File: config.mk
export PLATFORM = sky130hd
export DESIGN_NAME = mie_core
export DESIGN_NICKNAME = d
export VERILOG_FILES = /design/src/shared/mie_pkg.sv /design/src/verilog/mie_file_ram.sv /design/src/verilog/mie_core.sv
export SDC_FILE = /design/constraint.sdc
export NUM_CORES = 1
export LEC_CHECK = 0
export ABC_AREA = 0
export BUFFER_PORTS_ARGS = -buffer_cell sky130_fd_sc_hd__buf_4
export CAP_MARGIN = 20
export CORE_MARGIN = 1
export CORE_UTILIZATION = 45
export DETAILED_ROUTE_END_ITERATION = 8
export SYNTH_ARGS = -nofsm -noshare
export SYNTH_HDL_FRONTEND = slang
export SYNTH_SLANG_ARGS = --single-unit
File: constraint.sdc
create_clock -name ref_clk -period 3.1 [get_ports ref_clk]
set_input_delay 0.155 -clock ref_clk [delete_from_list [all_inputs] [get_ports ref_clk]]
set_output_delay 0.155 -clock ref_clk [all_outputs]
set_load 0.01 [all_outputs]
File: src/shared/mie_pkg.sv
// Shared constants and types of the move-instruction execute block.
package mie_pkg;

	// Word and address widths, and file depth.
	localparam int MIE_IW = 14;
	localparam int MIE_DW = 8;
	localparam int MIE_AW = 7;
	localparam int MIE_DEPTH = 128;

	// Field positions inside the instruction word.
	localparam int MIE_TOP_BIT = 13;
	localparam int MIE_LOAD_LO = 10;
	localparam int MIE_COPY_LO = 8;
	localparam int MIE_STORE_LO = 7;
	localparam int MIE_DEST_BIT = 7;

	// Opcode patterns, compared on the bits from the top down to the _LO bit.
	localparam logic [3:0] MIE_LOAD_PAT = 4'hc;
	localparam logic [5:0] MIE_COPY_PAT = 6'h08;
	localparam logic [6:0] MIE_STORE_PAT = 7'h01;

	// Reset values.
	localparam logic [7:0] MIE_W_RST = 8'h00;
	localparam logic MIE_Z_RST = 1'b0;
	localparam logic [7:0] MIE_DATA_RST = 8'h00;

	// Phases of one instruction cycle, one ref_clk cycle each.
	localparam int MIE_PHASES = 4;

	typedef enum logic [1:0] {
		MIE_Q1,
		MIE_Q2,
		MIE_Q3,
		MIE_Q4
	} mie_phase_e;

	typedef enum logic [1:0] {
		MIE_OP_NONE,
		MIE_OP_LOAD,
		MIE_OP_COPY,
		MIE_OP_STORE
	} mie_op_e;

	typedef struct packed {
		mie_op_e op;
		logic dest;
		logic [MIE_AW-1:0] addr;
		logic [MIE_DW-1:0] lit;
	} mie_instr_s;

	localparam mie_instr_s MIE_INSTR_RST = '{
		op: MIE_OP_NONE,
		dest: 1'b0,
		addr: 7'h00,
		lit: 8'h00
	};

endpackage

File: src/verilog/mie_file_ram.sv
// File register array with one write port and a registered read port.
`timescale 1ns/10ps
`default_nettype none

module mie_file_ram #(
	parameter int WIDTH = 8,
	parameter int DEPTH = 128,
	parameter int AW = 7
) (
	// Clock and reset.
	input wire logic clk,
	input wire logic rst_n,
	// Write port.
	input wire logic we,
	input wire logic [AW-1:0] waddr,
	input wire logic [WIDTH-1:0] wdata,
	// Read port.
	input wire logic [AW-1:0] raddr,
	output logic [WIDTH-1:0] rdata
);

	logic [WIDTH-1:0] mem [DEPTH];
	logic [WIDTH-1:0] rdata_reg;
	logic [WIDTH-1:0] rdata_next;

	always_comb begin
		rdata_next = mem[raddr];
	end

	always_ff @(posedge clk) begin
		if (we) begin
			mem[waddr] <= wdata;
		end
	end

	always_ff @(posedge clk or negedge rst_n) begin
		if (!rst_n) begin
			rdata_reg <= '0;
		end else begin
			rdata_reg <= rdata_next;
		end
	end

	assign rdata = rdata_reg;

endmodule

`default_nettype wire

File: src/verilog/mie_core.sv
// Decode and execute of the literal-load, file-copy and store-working ops.
`timescale 1ns/10ps
`default_nettype none

module mie_core import mie_pkg::*; #(
	parameter int DEPTH = MIE_DEPTH
) (
	// Clock and reset.
	input wire logic ref_clk,
	input wire logic rst_n,
	// Instruction fetch.
	input wire logic instr_valid,
	input wire logic [MIE_IW-1:0] instr_word,
	output logic instr_ready,
	// Core state.
	output logic [MIE_DW-1:0] w_out,
	output logic z_out,
	output logic done
);

	mie_phase_e phase_reg;
	mie_phase_e phase_next;
	mie_instr_s ir_reg;
	mie_instr_s ir_next;
	mie_instr_s dec;
	logic [MIE_DW-1:0] data_reg;
	logic [MIE_DW-1:0] data_next;
	logic zero_reg;
	logic zero_next;
	logic [MIE_DW-1:0] w_reg;
	logic [MIE_DW-1:0] w_next;
	logic z_reg;
	logic z_next;
	logic done_reg;
	logic done_next;
	logic accept;
	logic file_we;
	logic [MIE_DW-1:0] ram_rdata;

	// Decode of the word offered by the fetch stage.
	always_comb begin
		dec = MIE_INSTR_RST;
		dec.dest = instr_word[MIE_DEST_BIT];
		dec.addr = instr_word[MIE_AW-1:0];
		dec.lit = instr_word[MIE_DW-1:0];
		if (instr_word[MIE_TOP_BIT:MIE_LOAD_LO] == MIE_LOAD_PAT) begin
			dec.op = MIE_OP_LOAD;
		end else if (instr_word[MIE_TOP_BIT:MIE_COPY_LO] == MIE_COPY_PAT) begin
			dec.op = MIE_OP_COPY;
		end else if (instr_word[MIE_TOP_BIT:MIE_STORE_LO] == MIE_STORE_PAT) begin
			dec.op = MIE_OP_STORE;
		end
	end

	assign instr_ready = (phase_reg == MIE_Q1);
	assign accept = instr_ready && instr_valid;

	// Write port of the file array, used only in the fourth phase.
	assign file_we = (phase_reg == MIE_Q4) &&
		((ir_reg.op == MIE_OP_COPY && ir_reg.dest) ||
		(ir_reg.op == MIE_OP_STORE));

	mie_file_ram #(
		.WIDTH(MIE_DW),
		.DEPTH(DEPTH),
		.AW(MIE_AW)
	) u_file_ram (
		.clk(ref_clk),
		.rst_n(rst_n),
		.we(file_we),
		.waddr(ir_reg.addr),
		.wdata(data_reg),
		.raddr(dec.addr),
		.rdata(ram_rdata)
	);

	// Phase sequencing and execution.
	always_comb begin
		phase_next = phase_reg;
		ir_next = ir_reg;
		data_next = data_reg;
		zero_next = zero_reg;
		w_next = w_reg;
		z_next = z_reg;
		done_next = 1'b0;
		case (phase_reg)
			MIE_Q1: begin
				phase_next = MIE_Q2;
				if (accept) begin
					ir_next = dec;
				end else begin
					ir_next = MIE_INSTR_RST;
				end
			end
			MIE_Q2: begin
				phase_next = MIE_Q3;
				case (ir_reg.op)
					MIE_OP_LOAD: data_next = ir_reg.lit;
					MIE_OP_COPY: data_next = ram_rdata;
					MIE_OP_STORE: data_next = w_reg;
					default: data_next = data_reg;
				endcase
			end
			MIE_Q3: begin
				phase_next = MIE_Q4;
				zero_next = (data_reg == MIE_DATA_RST);
			end
			MIE_Q4: begin
				phase_next = MIE_Q1;
				done_next = (ir_reg.op != MIE_OP_NONE);
				if (ir_reg.op == MIE_OP_LOAD) begin
					w_next = data_reg;
				end
				if (ir_reg.op == MIE_OP_COPY) begin
					z_next = zero_reg;
					if (!ir_reg.dest) begin
						w_next = data_reg;
					end
				end
			end
			default: begin
				phase_next = MIE_Q1;
			end
		endcase
	end

	always_ff @(posedge ref_clk or negedge rst_n) begin
		if (!rst_n) begin
			phase_reg <= MIE_Q1;
			ir_reg <= MIE_INSTR_RST;
			data_reg <= MIE_DATA_RST;
			zero_reg <= 1'b0;
			w_reg <= MIE_W_RST;
			z_reg <= MIE_Z_RST;
			done_reg <= 1'b0;
		end else begin
			phase_reg <= phase_next;
			ir_reg <= ir_next;
			data_reg <= data_next;
			zero_reg <= zero_next;
			w_reg <= w_next;
			z_reg <= z_next;
			done_reg <= done_next;
		end
	end

	assign w_out = w_reg;
	assign z_out = z_reg;
	assign done = done_reg;
endmodule

`default_nettype wire

After elaboration in Yosys (flattened, before gate mapping)
Memory sizes are Yosys's and may differ from the RTL's. A register that Yosys moved wholly into a read port is not among the register bits. Index checks and enable logic that the tools add are counted.

Mux-type cells: 12. Add/sub/neg operators: 0. Eq/ne operators: 9. Reduce and logical (&&, ||, !) cells: 11. Divide/modulo/power cells: 0. $mul: 0. $lt $le $gt $ge: 0. Shift-type cells: 0. Bitwise logic cells: 0.

Operators by type and width (number): $mux W8 (3); $pmux W8 S3 (1); $mux W18 (1); $eq A2 B2 Y1 const B (4); $logic_not A8 Y1 (1); $pmux W2 S4 (1); $eq A7 B1 Y1 const B (1); $eq A6 B4 Y1 const B (1); $mux W2 (3); $eq A2 B1 Y1 const B (2); $eq A4 B4 Y1 const B (1); $reduce_and A2 Y1 (2); $logic_and A1 B1 Y1 (3); $mux W1 (3); $reduce_bool A3 Y1 (1); $logic_not A2 Y1 (1); $reduce_bool A2 Y1 (1); $logic_not A1 Y1 (1); $logic_or A1 B1 Y1 (1).

RAM bits: 1024. Register bits: 39. Latch bits: 0. Memory bits (read-only): 0. Memories kept: 1.

Memory list: u_file_ram.mem (depth 128, bits a word 8, rd ports 1, clocked after memory_dff 1, write ports 1, RTL line mie_file_ram.sv:22) `logic [WIDTH-1:0] mem [DEPTH];`.

Longest topological paths before layout
Gate-level depths: netlist of the first run.

Depth after elaboration: 6. Depth in mapped cells: 7. Mapped depth without buffers: 5.

By module
Synthesis of the first run repeated with hierarchy kept, for this count alone.

Cells, all modules: 1778. Area, all modules: 41279.6 µm².

Modules (own cells, without submodules): mie_file_ram (instances 1, cells each 1635, sequential area each 30949.7 µm², area an instance 39701.8 µm²); mie_core (instances 1, cells each 143, sequential area each 775.7 µm², area an instance 1577.8 µm²).

Worst setup path before layout of the first run
Ideal clock, no wire load.

Path kind: input to register. Start point: in instr_word[0]. End point: reg u_file_ram.rdata_reg[0], in the netlist u_file_ram.rdata[0] (read register of u_file_ram.mem). Arrival: 2.526 ns. Data required time: 2.975 ns. Cell stages on the path: 6. Setup slack: 0.449 ns. Cell sequence: buf_2 clkbuf_1 mux4_2 mux4_2 mux4_2 mux2_2.

RTL lines: start, declared (RTL line mie_core.sv:13) `input wire logic [MIE_IW-1:0] instr_word,`; end, declared (RTL line mie_file_ram.sv:23) `logic [WIDTH-1:0] rdata_reg;`.

Final worst setup path of the first run
Start point: reg phase_reg[0]. End point: reg ir_reg[16] in the netlist's numbering.

Longest elaborated chain between the ends: 3.

RTL lines: start, declared (RTL line mie_core.sv:21) `mie_phase_e phase_reg;`; start signal, assigned (RTL line mie_core.sv:137) `phase_reg <= phase_next;`; $logic_not A2 Y1 * (RTL line mie_core.sv:55, mie_core.sv:86); $logic_and A1 B1 Y1 (RTL line mie_core.sv:56) `assign accept = instr_ready && instr_valid;`; $mux W18 (RTL line mie_core.sv:89) `if (accept) begin`; end signal, assigned (RTL line mie_core.sv:138) `ir_reg <= ir_next;`; end, declared (RTL line mie_core.sv:23) `mie_instr_s ir_reg;`.

Mark *: on every way between the ends. The rest lies on a longest branch, timed or not. A chain may end at the register's enable or synchronous reset.

==> metrics, run 1 <==
I/O pin total=28; clock sink count=roughly 1100; Total Power=29.3 mW; WL/cell=around 28 µm; worst vdd ir=between 0.4 and 0.5 mV; fmax=~370 MHz; unrepaired setup endpoints after global routing=false; Area growth syn-to-layout=16.3%; most frequent cells in the layout=edfxtp_1 (1024), mux4_2 (336), buf_4 (175); nets=2037; Detailed Routing Iterations Pass 1=5; final std cells w/o fill=between 3000 and 4000; initial core utilization=between 40% and 50%; antenna violations before repair=4; Post-DP Area=0.0442 mm²; status=finished, final reports clean; Clock Path Buffers=3; first-pass GRT wire length=roughly 140000 µm; Die Y=about 300 µm; diode count=0; setup TNS=0 ps; Startpoint Class=flop; Inst Count DP=between 3000 and 4000; syn avg cell area=23.1 µm²; CTS buffer count=105; sequential share of the synthesized area=77.2%; Reg clk slew, reported paths=approximately 60 ps; postcts setup bufs=0; clock root buffer=clkbuf_16; worst hold-check path type=input port to flop; global route overflow=0; Initial DRC Count=2352; most common cell after layout, fill and taps aside=edfxtp_1; synthesized cell area=between 0.04 and 0.05 mm²; Max FO, Critical Path=21; vias in the first global route=around 20000; flops & latches, synth=1063; max cap viols=0; Core Area=approximately 0.090 mm²; GRT Resource Usage Total=about a fifth; leakage=around 16 nW; full die area=a little over 0.09 mm²; Hold Worst Slack=107 ps; CP Data Required Time=around 3700 ps; Post-Syn Nets=1800; min Tclk post-route=about 2700 ps; PD cells=612 mW/mm²; crit share post-route=a little under 90%; fin area=approximately 0.048 mm²; Port Buffers=27; slew margin rel.=27.6%; arrival time at the worst endpoint=approximately 3300 ps; final wirelength=93000 µm; row cnt=110; final setup violation count=0; Slew Viols, Final=0; H-tree levels=3; Syn. warnings=0; crit path kind=flop to flop; Hold Fails Final Rpt=0; Routed Antenna Nets=0; Post-Synthesis Cells=between 1500 and 2000; die width=304 µm; routability congestion estimate=0.823; pin count of the biggest net entering global routing=102; Vias=19100; max FFs per register=a little over 1000; post-synthesis cell type count=27; post-CTS sizing=0; CTS tree=done; clk_lat worst skew=slightly below 700 ps; Slew @ Worst Pin=1090 ps; Post-CTS Hold Buffers=15; hpwl dp=between 50000 and 60000 µm; Layout Skew=between 30 and 40 ps; share of cells above drive strength 1=between 30 and 40%; vias per inst=~5.8; critical path capture point type=flop; # DRC=0
[path summary, 6_finish.rpt]
kind | to | slack [ps] | from | depth (start not counted)
worst max register to register | ir_reg[16] | 410 | phase_reg[0] | 6
max in group asynchronous | data_reg[3] | 2210 | rst_n | 4
min in group asynchronous | u_file_ram.rdata[0] | 460 | rst_n | 3
worst min register to register | z_out | 500 | z_out | 2
worst min-delay path | ir_reg[10] | 110 | instr_word[2] | 4
worst max-delay path | ir_reg[16] | 410 | phase_reg[0] | 6
[critical path: stages (launching register included)]
cell	delay, ps
dfrtp_1	410
inv_1	120
ha_1	690
nand3b_1	130
dlygate4sd3_1	580
o22ai_1	110
dlygate4sd3_1	580
[logic make-up (layout without fill, tap and decap cells)]
family	count (synthesis)	after routing	share of synthesized area [%]
DFF	1063	1063	77.2
adders and majority gates	5	5	0.152
and+or+nand+nor	201	201	2.01
AOI/OAI and AO/OA	49	49	0.646
buffers and inverters	108	430	1.12
muxes	352	352	18.9
[power breakdown]
group / total, mW / switching [mW] / internal, mW
sequential: 15.6 / 0.0243 / 15.5
clock: 12.6 / 5.33 / 7.26
combinational: 1.11 / 0.545 / 0.567
[final cells by class]
cell class	instances	area, µm²
inverters	13	48.8
repair buffers	225	2170
clock inverters	56	613
fillers	6798	42500
multi-input cells	607	8900
clock buffers	136	2820
flip-flops and latches	1063	31800
well taps	1176	1470
[per-layer routing]
layer,global-route usage [%],wire length (µm)
met5,0,13
met4,5.14,1840
met3,4.69,7270
met2,32.1,44500
met1,29.5,39400
[Yosys cell counts]
library cell	number	share of area (%)
edfxtp_1	1024	75
mux4_2	336	18
nor2_1	142	1.3
clkbuf_1	52	0.48
dfrtp_1	39	2.4
o21ai_0	27	0.33
nand2_1	26	0.24
buf_2	21	0.26
nand3_1	18	0.22
buf_1	16	0.15
mux2_2	16	0.44
inv_1	13	0.12
a21oi_1	9	0.11
nand3b_1	9	0.16
o22ai_1	9	0.14
ha_1	5	0.15
buf_4	4	0.073
buf_6	2	0.055
nor4_1	2	0.030
nand4_1	1	0.015
nor3_1	1	0.012
o2111ai_1	1	0.021
o211ai_1	1	0.018
o21a_1	1	0.018
o21ai_1	1	0.012
or2_2	1	0.015
or4_1	1	0.018
[per-stage QoR]
step / utilization, % / setup WS [ps]
3_3_place_gp: 48.9 / 117
4_1_cts: 52.9 / 450
5_1_grt: 52.9 / 279
3_5_place_dp: 48.9 / 108
6_report: 52.9 / 412
2_1_floorplan: - / 449
No activity file was read; power rests on OpenSTA's default activity.
==> run 2: changes to the inputs <==
- REMOVE_ABC_BUFFERS: not set -> 1
==> run 2 against run 1 <==
  * Critical path depth did not move
  * Register-to-register slack improved by 30 ps
  * Power fell by 0.65%
  * Utilization down 0.30 points
  * Non-clock buffer count is 21 lower
  * Cell area decreased by 0.56%
  * Worst hold slack worse by 81 ps
  * Sequential power is essentially flat
  * First-iteration DRC count fell by 4.1%
  * Final cell count is 0.67% lower
  * Clock skew decreased by 8.7 ps
  * Critical endpoint unchanged
==> metrics, run 2 (same netlist as run 1, synthesis figures left out) <==
status=finished, final reports clean; final setup violation count=0; Vias=between 15000 and 20000; final worst slack=439 ps; Startpoint Class=flop; FF-to-FF setup slack=between 400 and 500 ps; row cnt=between 100 and 150; I/O pin total=28; CP Data Required Time=3690 ps; max cap viols=0; nets=2015; clk_lat worst skew=660 ps; slew margin rel.=about a third; most common cell after layout, fill and taps aside=edfxtp_1; Util after Layout=~53%; unrepaired setup endpoints after global routing=false; Slew Viols, Final=0; Die Y=304 µm; Setup WS pre-CTS=about 150 ps; crit path kind=flop to flop; Layout Skew=27.2 ps; routability congestion estimate=slightly below 0.8; most frequent CP cell=dlygate4sd3_1; r2r endpoint=ir_reg[16]; Fillers=roughly 6900; reg2reg path depth=6; final wirelength=between 90000 and 100000 µm; WL/cell=~29 µm; setup TNS=0 ps; fmax=roughly 380 MHz; Port Buffers=27; PD cells=roughly 610 mW/mm²; Reg clk slew, reported paths=60 ps; full die area=around 0.093 mm²; max incr delay on CP=between 600 and 700 ps; leakage=between 15 and 20 nW; most frequent cells in the layout=edfxtp_1 (1024), mux4_2 (336), buf_4 (159); clock root buffer=clkbuf_16; Post-CTS Hold Buffers=13; Area growth syn-to-layout=15.6%; crit-path cells=inv_1, ha_1, nand3b_1, dlygate4sd3_1, o22ai_1, dlygate4sd3_1; Clock Path Buffers=3; CTS tree=done; Routed Antenna Nets=0; initial core utilization=between 40% and 50%; postcts setup bufs=0; global route overflow=0; first-pass GRT wire length=138000 µm; Detailed Routing Iterations Pass 1=6; CP top delay family=buffers and inverters; hpwl dp=approximately 57000 µm; Hold Fails Final Rpt=0; critical path capture point type=flop; GRT Resource Usage Total=20.6%; worst hold-check path type=input port to async pin; arrival time at the worst endpoint=about 3300 ps; H-tree levels=3; clock sink count=1063; critical path startpoint=phase_reg[1]; pin count of the biggest net entering global routing=102; antenna violations before repair=2; share of cells above drive strength 1=33.9%; vias in the first global route=a little under 20000; Max FO, Critical Path=21; Critical Path Slowest Stage Cell=ha_1; Core Area=0.0903 mm²; worst vdd ir=0.405 mV; Slew @ Worst Pin=1010 ps; Initial DRC Count=2255; worst r2r src=phase_reg[1]; max FFs per register=roughly 1000; CTS buffer count=between 100 and 150; Critical path buffers and inverters=3; post-CTS sizing=0; # DRC=0; vias per inst=about 6; min Tclk post-route=roughly 2700 ps; die width=304 µm; crit share post-route=around 86%
[run 2: how the worst max path moves through the flow]
stage / cells after the start / slack (ps) / end
2_1_floorplan: 4 / 700 / u_file_ram.mem[110][0]
3_3_place_gp: 7 / 160 / u_file_ram.rdata[4]
3_5_place_dp: 7 / 150 / u_file_ram.rdata[4]
4_1_cts: 6 / 480 / u_file_ram.mem[124][3]
5_1_grt: 6 / 270 / ir_reg[16]
6_report: 6 / 440 / ir_reg[16]
[run 2: worst register-to-register path, delay by kind of cell (launching register included)]
kind            cells  cell delay [ps]
flops               1              410
buf+inv             3             1270
compound gates      1              100
fa+ha+maj           1              680
simple gates        1              140
[run 2: where the power goes]
group / total, mW / switching, mW / leakage [nW] / internal (mW)
sequential: 15.5 / 0.0202 / 10.7 / 15.5
clock: 12.4 / 5.27 / 1.64 / 7.14
combinational: 1.12 / 0.554 / 3.76 / 0.561
[run 2: layout make-up]
type | count | area [µm²] | share of cell area (%)
clock buffer | 131 | 2840 | 5.98
clock inverter | 59 | 520 | 1.10
antenna | 1 | 2.50 | 0.00527
inverter | 13 | 48.8 | 0.103
sequential | 1063 | 31800 | 66.8
timing repair buffer | 204 | 1970 | 4.15
tap | 1176 | 1470 | 3.10
multi-input combinational | 607 | 8900 | 18.7
[run 2: layer usage]
layer  vias to the layer above  share of wire [%]  GRT usage [%]  wire (µm)
met3                       133                7.5           4.76       7070
met4                         2                2.6           6.06       2460
met1                     10300                 43           29.6      40000
met5                         -              0.014              0         13
met2                       668                 47           31.7      44200
li1                       7958                  -              -          -
[run 2: metrics by stage]
stage          instance area [µm²]  instances  power, mW  hold slack (ps)
4_1_cts                      47500       3251       29.3             10.7
2_1_floorplan                40700       1683       16.4             -141
3_5_place_dp                 44000       3048       17.0              170
5_1_grt                      47500       3253       29.9             64.0
6_report                     47500       3254       29.1             26.1
3_3_place_gp                 44000       3048       17.0              168
